$ cat src/shared/aic_pkg.sv
/*
 * Offsets, fields, reset values and types of the converter control block.
 * Assumes a 32-bit classic Wishbone slave, byte addresses.
 */
`default_nettype none
package aic_pkg;
    localparam int unsigned CLK_HZ = 40_000_000;
    localparam int unsigned ADR_W  = 8;

    // Register byte offsets
    localparam logic [7:0] OFS_PRI_CTRL = 8'h00;
    localparam logic [7:0] OFS_AUX_CTRL = 8'h04;
    localparam logic [7:0] OFS_CUR_CTRL = 8'h08;
    localparam logic [7:0] OFS_STATUS   = 8'h0C;
    localparam logic [7:0] OFS_MASK     = 8'h10;
    localparam logic [7:0] OFS_LIVE     = 8'h14;
    localparam logic [7:0] OFS_DATA     [2] = '{8'h18, 8'h1C};
    localparam logic [7:0] OFS_COEF_OFF [2] = '{8'h20, 8'h28};
    localparam logic [7:0] OFS_COEF_GN  [2] = '{8'h24, 8'h2C};

    // Converter control fields
    localparam int unsigned CTL_UNI_BIT   = 0;
    localparam int unsigned CTL_XREF_BIT  = 1;
    localparam int unsigned CTL_RANGE_LSB = 2;
    localparam int unsigned RANGE_W       = 3;
    localparam int unsigned PRI_CTRL_W    = 5;
    localparam int unsigned AUX_CTRL_W    = 2;

    // Current source control fields
    localparam int unsigned CUR_BO_BIT  = 0;
    localparam int unsigned CUR_EXC_LSB = 1;
    localparam int unsigned EXC_W       = 2;
    localparam int unsigned CUR_CTRL_W  = 3;

    // Status / mask bit positions
    localparam int unsigned ST_DONE0   = 0;
    localparam int unsigned ST_DONE1   = 1;
    localparam int unsigned ST_REFLOSS = 2;
    localparam int unsigned ST_PRIMARY_CAL_ERROR    = 3;
    localparam int unsigned ST_AUX_CAL_ERROR    = 4;
    localparam int unsigned ST_W       = 5;

    // Live register bit positions
    localparam int unsigned LV_REFMISS = 0;
    localparam int unsigned LV_CAL0    = 1;
    localparam int unsigned LV_CAL1    = 2;

    // Reset values
    localparam logic [4:0]  PRI_CTRL_RST = 5'h00;
    localparam logic [1:0]  AUX_CTRL_RST = 2'h0;
    localparam logic [2:0]  CUR_CTRL_RST = 3'h0;
    localparam logic [4:0]  MASK_RST     = 5'h00;
    localparam logic [15:0] COEF_OFF_RST = 16'h0000;
    localparam logic [15:0] COEF_GN_RST  = 16'h8000;

    // Excitation routing; outputs count 200 uA units per pin
    typedef enum logic [1:0] {
        EXC_OFF      = 2'h0,
        EXC_SPLIT    = 2'h1,
        EXC_BOTH_ONE = 2'h2,
        EXC_BOTH_TWO = 2'h3
    } aic_exc_t;
endpackage
`default_nettype wire
$ cat src/rtl/aic_code_fmt.sv
/*
 * Straight or offset binary coding of a signed value, saturating.
 * Assumes raw_i is two's complement, +/-2**W being full scale.
 */
`timescale 1ns/1ps
`default_nettype none
module aic_code_fmt #(
    parameter int W = 16
) (
    input  wire logic signed [W+1:0] raw_i,     // Signed filter value
    input  wire logic                unipolar_i, // 1: straight binary
    output logic             [W-1:0] code_o     // Formatted code
);
    localparam logic signed [W+2:0] HALF = (W+3)'(2**W);
    localparam logic signed [W+2:0] TOP  = (W+3)'(2**W - 1);

    logic signed [W+2:0] ext;
    logic signed [W+2:0] bip;
    logic signed [W+2:0] pick;

    always_comb begin
        ext  = {raw_i[W+1], raw_i};
        bip  = (ext + HALF) >>> 1;
        pick = unipolar_i ? ext : bip;
        if (pick < 0) begin
            code_o = '0;
        end else if (pick > TOP) begin
            code_o = '1;
        end else begin
            code_o = pick[W-1:0];
        end
    end
endmodule
`default_nettype wire

$ cat src/rtl/aic_irq.sv
/*
 * Sticky W1C status, mask and level interrupt; set beats clear.
 * Assumes single-cycle strobes synchronous to clk_i.
 */
`timescale 1ns/1ps
`default_nettype none
module aic_irq #(
    parameter int N = 5
) (
    input  wire logic         clk_i,     // Core clock
    input  wire logic         rst_i,     // Sync reset, active high
    input  wire logic [N-1:0] event_i,   // Event pulses
    input  wire logic [N-1:0] clr_i,     // Write-one-to-clear strobes
    input  wire logic         mask_we_i, // Mask write strobe
    input  wire logic [N-1:0] mask_d_i,  // Mask write data
    output logic      [N-1:0] status_o,  // Sticky status
    output logic      [N-1:0] mask_o,    // Mask
    output logic              irq_o      // Level interrupt
);
    logic [N-1:0] next_status;
    logic [N-1:0] next_mask;

    for (genvar i = 0; i < N; i++) begin : g_bit
        always_comb begin
            next_status[i] = event_i[i] | (status_o[i] & ~clr_i[i]);
        end
    end

    always_comb begin
        next_mask = mask_we_i ? mask_d_i : mask_o;
    end

    always_ff @(posedge clk_i) begin
        if (rst_i) begin
            status_o <= '0;
            mask_o   <= N'(5'h00);
            irq_o    <= 1'b0;
        end else begin
            status_o <= next_status;
            mask_o   <= next_mask;
            irq_o    <= |(next_status & next_mask);
        end
    end
endmodule
`default_nettype wire

$ cat src/rtl/aic_top.sv
/*
 * Converter polarity, range, reference and current source control with
 * reference-loss guarding, behind a Wishbone slave.
 * Assumes synchronous inputs; conv_valid_i and cal_*_i pulse one cycle.
 */
// The register offsets and the Wishbone register port are this design's own decisions.
// Functional notes
// Unipolar gives straight binary codes
// Bipolar gives offset binary codes
// Polarity changes coding only, not conditioning
// Each converter has its own unipolar bit
// Primary gain stage has eight ranges
// Auxiliary converter has one fixed range
// One bit switches both burnout currents
// Software reads full-scale open, zero shorted
// Excitation routed split or combined
// Set select bit uses external reference
// Clear select bit uses internal bandgap
// Software should prefer the external reference
// Reference loss sets missing flag
// Missing reference forces results all ones
// Loss in calibration blocks coefficients, flags
// Software checks flags on all-ones results
// Software polls done flags for calibration
// Missing flag follows detector, clears afterwards
`timescale 1ns/1ps
`default_nettype none
module aic_top
    import aic_pkg::*;
#(
    parameter int RES_W = 16
) (
    input  wire logic               clk_i,            // Core clock, 40 MHz
    input  wire logic               rst_i,            // Sync reset, active high
    input  wire logic               wb_cyc_i,         // Wishbone cycle
    input  wire logic               wb_stb_i,         // Wishbone strobe
    input  wire logic               wb_we_i,          // Wishbone write enable
    input  wire logic [ADR_W-1:0]   wb_adr_i,         // Byte address
    input  wire logic [3:0]         wb_sel_i,         // Byte selects
    input  wire logic [31:0]        wb_dat_i,         // Write data
    output logic      [31:0]        wb_dat_o,         // Read data
    output logic                    wb_ack_o,         // Acknowledge
    input  wire logic [1:0]         conv_valid_i,     // Result strobes
    input  wire logic [RES_W+1:0]   pri_raw_i,        // Primary filter value
    input  wire logic [RES_W+1:0]   aux_raw_i,        // Auxiliary filter value
    input  wire logic [1:0]         cal_start_i,      // Calibration start
    input  wire logic [1:0]         cal_done_i,       // Calibration end
    input  wire logic [RES_W-1:0]   pri_cal_coef_i,   // Primary new coefficient
    input  wire logic [RES_W-1:0]   aux_cal_coef_i,   // Auxiliary new coefficient
    input  wire logic [1:0]         cal_gain_i,       // 1: gain, 0: offset
    input  wire logic               ref_fault_i,      // Reference detector
    output logic                    pri_unipolar_o,   // Primary unipolar
    output logic [RANGE_W-1:0]      pri_range_o,      // Primary gain_stage range
    output logic                    pri_ext_ref_o,    // Primary external ref
    output logic                    pri_int_ref_o,    // Primary bandgap ref
    output logic                    aux_unipolar_o,   // Auxiliary unipolar
    output logic                    aux_ext_ref_o,    // Auxiliary external ref
    output logic                    aux_int_ref_o,    // Auxiliary bandgap ref
    output logic                    burnout_enable_o, // Both burnout currents
    output logic [1:0]              exc_out_one_o,    // 200 uA units, pin one
    output logic [1:0]              exc_out_two_o,    // 200 uA units, pin two
    output logic                    ref_missing_o,    // reference_missing_flag
    output logic [RES_W-1:0]        pri_data_o,       // Primary result
    output logic [RES_W-1:0]        aux_data_o,       // Auxiliary result
    output logic [RES_W-1:0]        pri_off_coef_o,   // Primary offset coef
    output logic [RES_W-1:0]        pri_gn_coef_o,    // Primary gain coef
    output logic [RES_W-1:0]        aux_off_coef_o,   // Auxiliary offset coef
    output logic [RES_W-1:0]        aux_gn_coef_o,    // Auxiliary gain coef
    output logic                    irq_o             // Level interrupt
);
    if (RES_W < 8 || RES_W > 16) begin : g_chk
        $error("RES_W must lie in 8..16");
    end

    function automatic logic hit(input logic [ADR_W-1:0] a, input logic [7:0] ofs);
        return a[ADR_W-1:2] == ofs[7:2];
    endfunction

    // Byte-lane write merge
    function automatic logic [31:0] wmerge(input logic [31:0] old,
                                           input logic [31:0] d,
                                           input logic [3:0]  sel);
        logic [31:0] r;
        r = old;
        for (int b = 0; b < 4; b++) begin
            if (sel[b]) begin
                r[8*b +: 8] = d[8*b +: 8];
            end
        end
        return r;
    endfunction

    logic                  req;
    logic                  wr;
    logic                  next_ack;
    logic [31:0]           next_rdata;
    logic [PRI_CTRL_W-1:0] pri_ctrl;
    logic [PRI_CTRL_W-1:0] next_pri_ctrl;
    logic [AUX_CTRL_W-1:0] aux_ctrl;
    logic [AUX_CTRL_W-1:0] next_aux_ctrl;
    logic [CUR_CTRL_W-1:0] cur_ctrl;
    logic [CUR_CTRL_W-1:0] next_cur_ctrl;
    logic                  ref_missing;
    logic                  ref_missing_d;
    logic [ST_W-1:0]       events;
    logic [ST_W-1:0]       clr;
    logic [ST_W-1:0]       status;
    logic [ST_W-1:0]       mask;
    logic [1:0]            cal_active;
    logic [1:0]            uni;
    logic [RES_W+1:0]      raw     [2];
    logic [RES_W-1:0]      cal_coef [2];
    logic [RES_W-1:0]      code    [2];
    logic [RES_W-1:0]      data    [2];
    logic [RES_W-1:0]      coef_off [2];
    logic [RES_W-1:0]      coef_gn  [2];

    // Bus: ack one cycle after the request; writes land at the ack edge
    assign req = wb_cyc_i & wb_stb_i;
    assign wr  = req & wb_we_i & wb_ack_o;

    always_comb begin
        next_ack = req & ~wb_ack_o;
        next_pri_ctrl = pri_ctrl;
        next_aux_ctrl = aux_ctrl;
        next_cur_ctrl = cur_ctrl;
        if (wr && hit(wb_adr_i, OFS_PRI_CTRL)) begin
            next_pri_ctrl = PRI_CTRL_W'(wmerge(32'(pri_ctrl), wb_dat_i, wb_sel_i));
        end
        if (wr && hit(wb_adr_i, OFS_AUX_CTRL)) begin
            next_aux_ctrl = AUX_CTRL_W'(wmerge(32'(aux_ctrl), wb_dat_i, wb_sel_i));
        end
        if (wr && hit(wb_adr_i, OFS_CUR_CTRL)) begin
            next_cur_ctrl = CUR_CTRL_W'(wmerge(32'(cur_ctrl), wb_dat_i, wb_sel_i));
        end
    end

    always_comb begin
        next_rdata = 32'h00000000;
        if (hit(wb_adr_i, OFS_PRI_CTRL)) begin
            next_rdata = 32'(pri_ctrl);
        end else if (hit(wb_adr_i, OFS_AUX_CTRL)) begin
            next_rdata = 32'(aux_ctrl);
        end else if (hit(wb_adr_i, OFS_CUR_CTRL)) begin
            next_rdata = 32'(cur_ctrl);
        end else if (hit(wb_adr_i, OFS_STATUS)) begin
            next_rdata = 32'(status);
        end else if (hit(wb_adr_i, OFS_MASK)) begin
            next_rdata = 32'(mask);
        end else if (hit(wb_adr_i, OFS_LIVE)) begin
            next_rdata = 32'({cal_active, ref_missing});
        end else if (hit(wb_adr_i, OFS_DATA[0])) begin
            next_rdata = 32'(data[0]);
        end else if (hit(wb_adr_i, OFS_DATA[1])) begin
            next_rdata = 32'(data[1]);
        end else if (hit(wb_adr_i, OFS_COEF_OFF[0])) begin
            next_rdata = 32'(coef_off[0]);
        end else if (hit(wb_adr_i, OFS_COEF_GN[0])) begin
            next_rdata = 32'(coef_gn[0]);
        end else if (hit(wb_adr_i, OFS_COEF_OFF[1])) begin
            next_rdata = 32'(coef_off[1]);
        end else if (hit(wb_adr_i, OFS_COEF_GN[1])) begin
            next_rdata = 32'(coef_gn[1]);
        end
    end

    always_ff @(posedge clk_i) begin
        if (rst_i) begin
            wb_ack_o      <= 1'b0;
            wb_dat_o      <= 32'h00000000;
            pri_ctrl      <= PRI_CTRL_RST;
            aux_ctrl      <= AUX_CTRL_RST;
            cur_ctrl      <= CUR_CTRL_RST;
            ref_missing   <= 1'b0;
            ref_missing_d <= 1'b0;
        end else begin
            wb_ack_o      <= next_ack;
            wb_dat_o      <= next_ack ? next_rdata : 32'h00000000;
            pri_ctrl      <= next_pri_ctrl;
            aux_ctrl      <= next_aux_ctrl;
            cur_ctrl      <= next_cur_ctrl;
            ref_missing   <= ref_fault_i;
            ref_missing_d <= ref_missing;
        end
    end

    // Analog front-end controls
    always_comb begin
        pri_unipolar_o   = pri_ctrl[CTL_UNI_BIT];
        pri_range_o      = pri_ctrl[CTL_RANGE_LSB +: RANGE_W];
        pri_ext_ref_o    = pri_ctrl[CTL_XREF_BIT];
        pri_int_ref_o    = ~pri_ctrl[CTL_XREF_BIT];
        aux_unipolar_o   = aux_ctrl[CTL_UNI_BIT];
        aux_ext_ref_o    = aux_ctrl[CTL_XREF_BIT];
        aux_int_ref_o    = ~aux_ctrl[CTL_XREF_BIT];
        burnout_enable_o = cur_ctrl[CUR_BO_BIT];
        ref_missing_o    = ref_missing;
        case (aic_exc_t'(cur_ctrl[CUR_EXC_LSB +: EXC_W]))
            EXC_SPLIT: begin
                exc_out_one_o = 2'h1;
                exc_out_two_o = 2'h1;
            end
            EXC_BOTH_ONE: begin
                exc_out_one_o = 2'h2;
                exc_out_two_o = 2'h0;
            end
            EXC_BOTH_TWO: begin
                exc_out_one_o = 2'h0;
                exc_out_two_o = 2'h2;
            end
            default: begin
                exc_out_one_o = 2'h0;
                exc_out_two_o = 2'h0;
            end
        endcase
    end

    assign uni[0]      = pri_ctrl[CTL_UNI_BIT];
    assign uni[1]      = aux_ctrl[CTL_UNI_BIT];
    assign raw[0]      = pri_raw_i;
    assign raw[1]      = aux_raw_i;
    assign cal_coef[0] = pri_cal_coef_i;
    assign cal_coef[1] = aux_cal_coef_i;

    // Per-converter result and calibration path
    for (genvar c = 0; c < 2; c++) begin : g_conv
        logic             lost;
        logic             next_lost;
        logic             next_active;
        logic [RES_W-1:0] next_data;
        logic [RES_W-1:0] next_off;
        logic [RES_W-1:0] next_gn;
        logic             store;

        aic_code_fmt #(
            .W          (RES_W)
        ) u_fmt (
            .raw_i      ($signed(raw[c])),
            .unipolar_i (uni[c]),
            .code_o     (code[c])
        );

        always_comb begin
            next_data   = data[c];
            next_off    = coef_off[c];
            next_gn     = coef_gn[c];
            next_active = cal_active[c];
            next_lost   = lost;
            if (conv_valid_i[c] && !cal_active[c]) begin
                next_data = ref_missing ? '1 : code[c];
            end
            if (cal_start_i[c]) begin
                next_active = 1'b1;
                next_lost   = 1'b0;
            end else if (cal_active[c] && ref_missing) begin
                next_lost   = 1'b1;
            end
            store = cal_done_i[c] && cal_active[c] && !lost && !ref_missing;
            if (cal_done_i[c]) begin
                next_active = 1'b0;
            end
            if (wr && hit(wb_adr_i, OFS_COEF_OFF[c])) begin
                next_off = RES_W'(wmerge(32'(coef_off[c]), wb_dat_i, wb_sel_i));
            end else if (store && !cal_gain_i[c]) begin
                next_off = cal_coef[c];
            end
            if (wr && hit(wb_adr_i, OFS_COEF_GN[c])) begin
                next_gn = RES_W'(wmerge(32'(coef_gn[c]), wb_dat_i, wb_sel_i));
            end else if (store && cal_gain_i[c]) begin
                next_gn = cal_coef[c];
            end
        end

        always_ff @(posedge clk_i) begin
            if (rst_i) begin
                data[c]       <= '0;
                coef_off[c]   <= RES_W'(COEF_OFF_RST);
                coef_gn[c]    <= RES_W'(COEF_GN_RST);
                cal_active[c] <= 1'b0;
                lost          <= 1'b0;
            end else begin
                data[c]       <= next_data;
                coef_off[c]   <= next_off;
                coef_gn[c]    <= next_gn;
                cal_active[c] <= next_active;
                lost          <= next_lost;
            end
        end
    end

    assign pri_data_o     = data[0];
    assign aux_data_o     = data[1];
    assign pri_off_coef_o = coef_off[0];
    assign pri_gn_coef_o  = coef_gn[0];
    assign aux_off_coef_o = coef_off[1];
    assign aux_gn_coef_o  = coef_gn[1];

    // Status events
    always_comb begin
        events[ST_DONE0]   = conv_valid_i[0] | cal_done_i[0];
        events[ST_DONE1]   = conv_valid_i[1] | cal_done_i[1];
        events[ST_REFLOSS] = ref_missing & ~ref_missing_d;
        events[ST_PRIMARY_CAL_ERROR]    = cal_active[0] & ref_missing;
        events[ST_AUX_CAL_ERROR]    = cal_active[1] & ref_missing;
        clr = (wr && hit(wb_adr_i, OFS_STATUS)) ? wb_dat_i[ST_W-1:0] & {ST_W{wb_sel_i[0]}}
                                                : '0;
    end

    aic_irq #(
        .N         (ST_W)
    ) u_irq (
        .clk_i     (clk_i),
        .rst_i     (rst_i),
        .event_i   (events),
        .clr_i     (clr),
        .mask_we_i (wr && hit(wb_adr_i, OFS_MASK) && wb_sel_i[0]),
        .mask_d_i  (wb_dat_i[ST_W-1:0]),
        .status_o  (status),
        .mask_o    (mask),
        .irq_o     (irq_o)
    );
endmodule
`default_nettype wire

$ cat config.mk
export PLATFORM = sky130hd
export DESIGN_NAME = aic_top
export DESIGN_NICKNAME = d
export VERILOG_FILES = /design/src/shared/aic_pkg.sv /design/src/rtl/aic_code_fmt.sv /design/src/rtl/aic_irq.sv /design/src/rtl/aic_top.sv
export SDC_FILE = /design/constraint.sdc
export NUM_CORES = 1
export LEC_CHECK = 0
export BUFFER_PORTS_ARGS = -buffer_cell sky130_fd_sc_hd__buf_4
export CORE_MARGIN = 5
export CORE_UTILIZATION = 39
export DETAILED_ROUTE_END_ITERATION = 10
export HOLD_SLACK_MARGIN = 0.03
export PLACE_DENSITY_LB_ADDON = 0.12
export SKIP_CTS_REPAIR_TIMING = 1
export SLEW_MARGIN = 20
export SYNTH_ARGS = -nofsm -noshare
export SYNTH_HDL_FRONTEND = slang
export SYNTH_HIERARCHICAL = 1
export SYNTH_SLANG_ARGS = --single-unit
$ cat constraint.sdc
create_clock -name clk_i -period 5 [get_ports clk_i]
set_input_delay 0.25 -clock clk_i [delete_from_list [all_inputs] [get_ports clk_i]]
set_output_delay 0.25 -clock clk_i [all_outputs]
set_load 0.1 [all_outputs]
Word-level counts from Yosys, hierarchy flattened
Memory sizes are Yosys's and may differ from the RTL's.
Index checks and enable logic that the tools add are counted.
- memories: 3
- memory bits (writable): 96
- bits in registers: 60
- word-level logic and storage cells: 170
- memories (name ; words ; bits a word ; read ports ; clocked after memory_dff ; wr ports ; RTL line ; RTL):
    coef_gn ; 2 ; 16 ; 2 ; 0 ; 2 ; aic_top.sv:116 ; logic [RES_W-1:0] coef_gn [2];
    coef_off ; 2 ; 16 ; 2 ; 0 ; 2 ; aic_top.sv:115 ; logic [RES_W-1:0] coef_off [2];
    data ; 2 ; 16 ; 2 ; 0 ; 2 ; aic_top.sv:114 ; logic [RES_W-1:0] data [2];
- order comparisons: 4
- $add $sub $neg: 2
- reduce and logical (&&, ||, !) cells: 43
- bitwise logic cells: 37
- equal/unequal tests: 14
- muxes and demuxes: 51
- operator list (operator ; count):
    $mux W16 ; 28
    $mux W8 ; 8
    $mux W5 ; 8
    $add A18 B18 Y19 const B ; 2
    $gt A19 B17 Y1 const B ; 2
    $lt A19 B1 Y1 const B ; 2
    $mux W19 ; 2
    $eq A6 B3 Y1 const B ; 4
    $eq A6 B4 Y1 const B ; 4
    $logic_and A1 B1 Y1 ; 24
    $or A1 B1 Y1 ; 13
    $reduce_or A13 Y1 ; 1
    $and A1 B1 Y1 ; 12
    $eq A6 B2 Y1 const B ; 2
    $and A5 B5 Y5 ; 2
    $not A1 Y1 ; 10
    $reduce_or A2 Y1 ; 5
    $pmux W2 S2 ; 2
    $reduce_or A8 Y1 ; 1
    $logic_not A1 Y1 ; 7
    $eq A6 B1 Y1 const B ; 1
    $logic_not A6 Y1 ; 1
    $reduce_and A2 Y1 ; 3
    $reduce_or A5 Y1 ; 1
    other kinds (3) ; 6

Longest topological paths before layout
- depth in word-level cells: 13
- depth in mapped cells: 9
- gate-level depth less buffers: 8

Cells and area by module
The synthesis kept the hierarchy.
- modules (own cells, without submodules) (module ; cells each ; times used ; sequential area each (sq um) ; area each (sq um)):
    aic_top ; 825 ; 1 ; 2582.5 ; 6821.5
    aic_code_fmt ; 41 ; 2 ; 0.0 ; 371.6
    aic_irq ; 43 ; 1 ; 220.2 ; 399.1

Worst setup path before layout
OpenSTA, ideal clock, no wires.
- kind: register -> register
- start point: register wb_ack_o
- end point: register u_irq.irq_o
- clock period less this slack: 2.886 ns
- path slack: 2.114 ns
- data arrival time: 2.767 ns
- cell stages (with the launch flop): 9
- path buffers: 0
- cells stage by stage: dfxtp_1 nand4_1 nor4bb_1 and3_1 and2_1 inv_1 a21oi_1 o22ai_1 o31a_1
- word-level cells in the longest chain between the ends: 8
- elaborated cells between the ends (all ways): 23
- classes of those cells: 2 x mux; 17 x bitwise; 4 x reduce/logical
- RTL lines (element ; RTL line ; RTL):
    start, declared ; aic_top.sv:42 ; output logic wb_ack_o,
    start signal, assigned ; aic_top.sv:177 ; wb_ack_o <= next_ack;
    $and A1 B1 Y1 ; aic_top.sv:120 ; assign wr = req & wb_we_i & wb_ack_o;
    $logic_and A1 B1 Y1 ; aic_top.sv:305 ; clr = (wr && hit(wb_adr_i, OFS_STATUS)) ? wb_dat_i[ST_W-1:0] & {ST_W{wb_sel_i[0]}}
    $mux W5 ; aic_top.sv:305 ;
    net clr[3] ; aic_top.sv:106 ; logic [ST_W-1:0] clr;
    $not A1 Y1 ; aic_irq.sv:25 ; next_status[i] = event_i[i] | (status_o[i] & ~clr_i[i]);
    $and A1 B1 Y1 ; aic_irq.sv:25 ;
    $or A1 B1 Y1 ; aic_irq.sv:25 ;
    $and A5 B5 Y5 ; aic_irq.sv:41 ; irq_o <= |(next_status & next_mask);
    $reduce_or A5 Y1 ; aic_irq.sv:41 ;
    end signal, assigned ; aic_irq.sv:41 ;
    end, declared ; aic_irq.sv:18 ; output logic irq_o
The timed path passes the listed nets, and every way through them passes these cells.
A chain may end at the register's enable or synchronous reset.

Worst setup path in the final report
Ends and elaborated chain as after synthesis.

==> summary.json <==
{
  "result_of_the_run": {"value": "complete, no violations"},
  "timing.max_cap.violations": {"value": 0},
  "first_pass_iters": {"value": 5},
  "power.sequential.fraction": {"value": 39.2, "unit": "%"},
  "detailedRoute.firstIterationViolations": {"value": 372},
  "cp.required": {"value": 5.30, "unit": "ns"},
  "worstSkewPairLatency": {"value": 0.41, "unit": "ns"},
  "grt_start_max_net_pins": {"value": 71},
  "ctsRootBufferMaster": {"value": "sky130_fd_sc_hd__clkbuf_16"},
  "timing.final.max_slew_violations": {"value": 0},
  "post_route_cells_drive_above_1_share": {"value": 29.8, "unit": "%"},
  "die_width": {"value": 153, "unit": "um"},
  "maxClockFrequency": {"value": 369, "unit": "MHz"},
  "critPathMaxFanout": {"value": 11},
  "clock-sinks": {"value": 140},
  "synthesis.area_per_instance": {"value": 8.38, "unit": "um^2"},
  "shortest_period_the_worst_path_allows": {"value": 2.71, "unit": "ns"},
  "global_route.usage.met1": {"value": 28.8, "unit": "%"},
  "synth.top_cells.by_area": {"value": "sky130_fd_sc_hd__dfxtp_1, sky130_fd_sc_hd__mux2i_1, sky130_fd_sc_hd__a211oi_1"},
  "crit_path_cell_trace": {"value": "nand4_1 > nor4bb_1 > buf_4 > and3_1 > and2_1 > inv_1 > a21oi_1 > o22ai_1 > o31a_1"},
  "gp_congestion": {"value": 0.841},
  "io-pin-count": {"value": 271},
  "finalCritPeriodShare": {"value": 54.1, "unit": "%"},
  "synthCells": {"value": 950},
  "cts-buffers-inserted": {"value": 17},
  "routed_via_density": {"value": 5.26},
  "timing_hold_violations_final": {"value": 0},
  "antenna_found_initial": {"value": 1},
  "dp.final_hpwl": {"value": 19.1, "unit": "mm"},
  "starting_density_of_the_core": {"value": 39.5, "unit": "%"},
  "synth-edff-count": {"value": 0},
  "internal_power_of_the_cells": {"value": 2.02, "unit": "mW"},
  "grt_pass1_wl": {"value": 41.1, "unit": "mm"},
  "yosys_warnings": {"value": 6},
  "cts_max_path_buffers": {"value": 2},
  "timing.critical_path.buf_inv": {"value": 2},
  "synth_most_common_cell": {"value": "sky130_fd_sc_hd__dfxtp_1"},
  "grt_overflow_total": {"value": 0},
  "combPwrFrac": {"value": 21.6, "unit": "%"},
  "tightestPinTransition": {"value": 0.887, "unit": "ns"},
  "fp.coreArea": {"value": 0.0202, "unit": "mm^2"},
  "post_synth_instance_area": {"value": 0.00796, "unit": "mm^2"},
  "worst_setup_path_start_kind": {"value": "flip-flop"},
  "netSwitchingFraction": {"value": 33.1, "unit": "%"},
  "yosys.cell_types.count": {"value": 51},
  "first_global_vias": {"value": 7279},
  "power_switching": {"value": 1.00, "unit": "mW"},
  "timing.final.setup_violations": {"value": 0},
  "drt_wl_total": {"value": 26.4, "unit": "mm"},
  "nNetsFinal": {"value": 1265},
  "hold_slack": {"value": 0.0667, "unit": "ns"},
  "flops_latches_synth": {"value": 140},
  "setup_total_negative_slack": {"value": 0, "unit": "ns"},
  "cts_htree_levels": {"value": 4},
  "maximum_clock_skew_at_final_layout": {"value": 0.00770, "unit": "ns"},
  "total_number_of_vias": {"value": 7478},
  "share_clk_of_total_power": {"value": 39.2, "unit": "%"},
  "overall_die_height": {"value": 153, "unit": "um"},
  "cp.arrival": {"value": 3.01, "unit": "ns"},
  "drc_errors": {"value": 0},
  "ant_nets": {"value": 0},
  "portBuffers": {"value": 234},
  "yosys.area.top_type": {"value": "sky130_fd_sc_hd__dfxtp_1"},
  "grt.busiest_layer": {"value": "met2"},
  "die-area": {"value": 0.0234, "unit": "mm^2"},
  "max-vdd-ir-drop": {"value": 0.000206, "unit": "V"},
  "cellLeakagePower": {"value": 4.18, "unit": "nW"},
  "worst-setup-path-type": {"value": "flip-flop to flip-flop"},
  "ys_async_sr_fraction": {"value": 0, "unit": "%"},
  "core.rowCount": {"value": 52},
  "areaGrowthSynthToFinish": {"value": 29.2, "unit": "%"},
  "critical_path.endpoint_type": {"value": "flip-flop"},
  "track_usage": {"value": 21.9, "unit": "%"},
  "synth_common_cells": {"value": "sky130_fd_sc_hd__dfxtp_1, sky130_fd_sc_hd__nor2_1, sky130_fd_sc_hd__a211oi_1, sky130_fd_sc_hd__mux2i_1, sky130_fd_sc_hd__inv_1"},
  "synth_top_area_share": {"value": 35.2, "unit": "%"},
  "critPathSlowestCell": {"value": "sky130_fd_sc_hd__nor4bb_1"},
  "min_path_type": {"value": "input pin to flip-flop"},
  "crit_family": {"value": "simple AND/OR/NAND/NOR gates"},
  "met2_usage": {"value": 35.3, "unit": "%"},
  "synth-seq-area-share": {"value": 35.2, "unit": "%"},
  "gr-usage-met3": {"value": 6.28, "unit": "%"},
  "power_density": {"value": 294, "unit": "mW/mm^2"},
  "clk_pin_slew_worst_paths": {"value": 0.06, "unit": "ns"},
  "grt_setup_unrepaired": {"value": "no"},
  "postSynth.topFlopCell": {"value": "sky130_fd_sc_hd__dfxtp_1"},
  "critical-path-max-stage-delay": {"value": 0.63, "unit": "ns"},
  "slew_headroom": {"value": 40.8, "unit": "%"},
  "routedWlPerCell": {"value": 18.6, "unit": "um"},
  "postLayoutCoreUtil": {"value": 51.0, "unit": "%"},
  "clock_tree_from_tritoncts": {"value": "built"}
}
## state kept, by name, indices dropped and copies added, names as in the netlist
| signal | count |
|---|---|
| u_irq/status_o | 5 |
| cal_active | 2 |
| aux_ctrl | 2 |
| ref_missing_d | 1 |
| pri_ctrl | 5 |
| wb_dat_o | 16 |
| coef_gn | 32 |
| wb_ack_o | 1 |
| g_conv.lost | 2 |
| coef_off | 32 |
| u_irq/mask_o | 5 |
| ref_missing_o | 1 |
| data | 32 |
| cur_ctrl | 3 |
| u_irq/irq_o | 1 |
## cells by family after synthesis
group / after synthesis / share of synthesized area, %
muxes: 113 / 17.5
adders and majority gates: 2 / 0.314
buffers and inverters: 171 / 10.1
DFF: 140 / 35.2
AOI/OAI and AO/OA: 271 / 22.7
and+or+nand+nor: 252 / 14.2
other: 1 / 0.0471
## path summary, 6_finish.rpt
kind	cells past startpoint	slack (ns)	start	to
setup / recovery	9	2.29	wb_ack_o	u_irq/irq_o
hold / removal	2	0.07	ref_fault_i	ref_missing_o
setup reg to reg	9	2.29	wb_ack_o	u_irq/irq_o
hold reg to reg	2	0.47	coef_off[0][4]	coef_off[0][4]
## power by group through the flow
stage,Combinational [mW],Sequential [mW],Clock (mW)
2_1_floorplan,0.265,1.42,0
3_3_place_gp,0.648,1.21,0
3_5_place_dp,0.652,1.21,0
4_1_cts,0.653,1.19,1.21
5_1_grt,0.693,1.19,1.25
6_report,0.653,1.19,1.18
## worst reg2reg max path, cell delays in order (launching register included)
cell and delay, ns:
sky130_fd_sc_hd__dfxtp_1 0.34, sky130_fd_sc_hd__nand4_1 0.29, sky130_fd_sc_hd__nor4bb_1 0.63, sky130_fd_sc_hd__buf_4 0.29, sky130_fd_sc_hd__and3_1 0.25, sky130_fd_sc_hd__and2_1 0.15
sky130_fd_sc_hd__inv_1 0.04, sky130_fd_sc_hd__a21oi_1 0.20, sky130_fd_sc_hd__o22ai_1 0.14, sky130_fd_sc_hd__o31a_1 0.26
## placed cells by master, fill, tap and decap left out, types with 10 or more instances in the layout
| master | synthesis | routed |
|---|---|---|
| sky130_fd_sc_hd__inv_1 | 75 | 75 |
| sky130_fd_sc_hd__dfxtp_1 | 140 | 140 |
| sky130_fd_sc_hd__a211oi_1 | 88 | 88 |
| sky130_fd_sc_hd__nand3_1 | 14 | 14 |
| sky130_fd_sc_hd__and2_1 | 10 | 10 |
| sky130_fd_sc_hd__o22ai_1 | 19 | 19 |
| sky130_fd_sc_hd__mux4_2 | 19 | 19 |
| sky130_fd_sc_hd__a21oi_1 | 45 | 45 |
| sky130_fd_sc_hd__mux2i_1 | 88 | 88 |
| sky130_fd_sc_hd__nor2_1 | 139 | 139 |
| sky130_fd_sc_hd__o21ai_0 | 72 | 72 |
| sky130_fd_sc_hd__conb_1 | 1 | 16 |
| sky130_fd_sc_hd__buf_4 | 19 | 245 |
| sky130_fd_sc_hd__a21oi_2 | 19 | 19 |
| sky130_fd_sc_hd__clkbuf_16 | 0 | 17 |
| sky130_fd_sc_hd__nand2_1 | 50 | 49 |
## per-layer routing
metal	up-vias	wire length, um
li1	3690	-
met5	-	0
met2	250	12400
met3	30	1840
met1	3508	11800
met4	0	463
## per-stage QoR
step	setup WS [ns]	area, um^2	cells	power (mW)
4_1_cts	2.23	10200	1416	3.05
2_1_floorplan	2.11	8020	965	1.69
3_5_place_dp	2.12	9690	1384	1.86
3_3_place_gp	2.13	9690	1384	1.86
5_1_grt	2.13	10300	1421	3.14
6_report	2.29	10300	1421	3.02
## area by class of cell
cell class,count,area (um^2)
fillers,2021,9880
multi-input cells,654,4440
flip-flops and latches,140,2800
repair buffers,249,1880
clock buffers,20,447
well taps,270,338
inverters,75,282
clock inverters,12,98.8
diodes,1,2.50
Power figures use the tool's default switching activity.
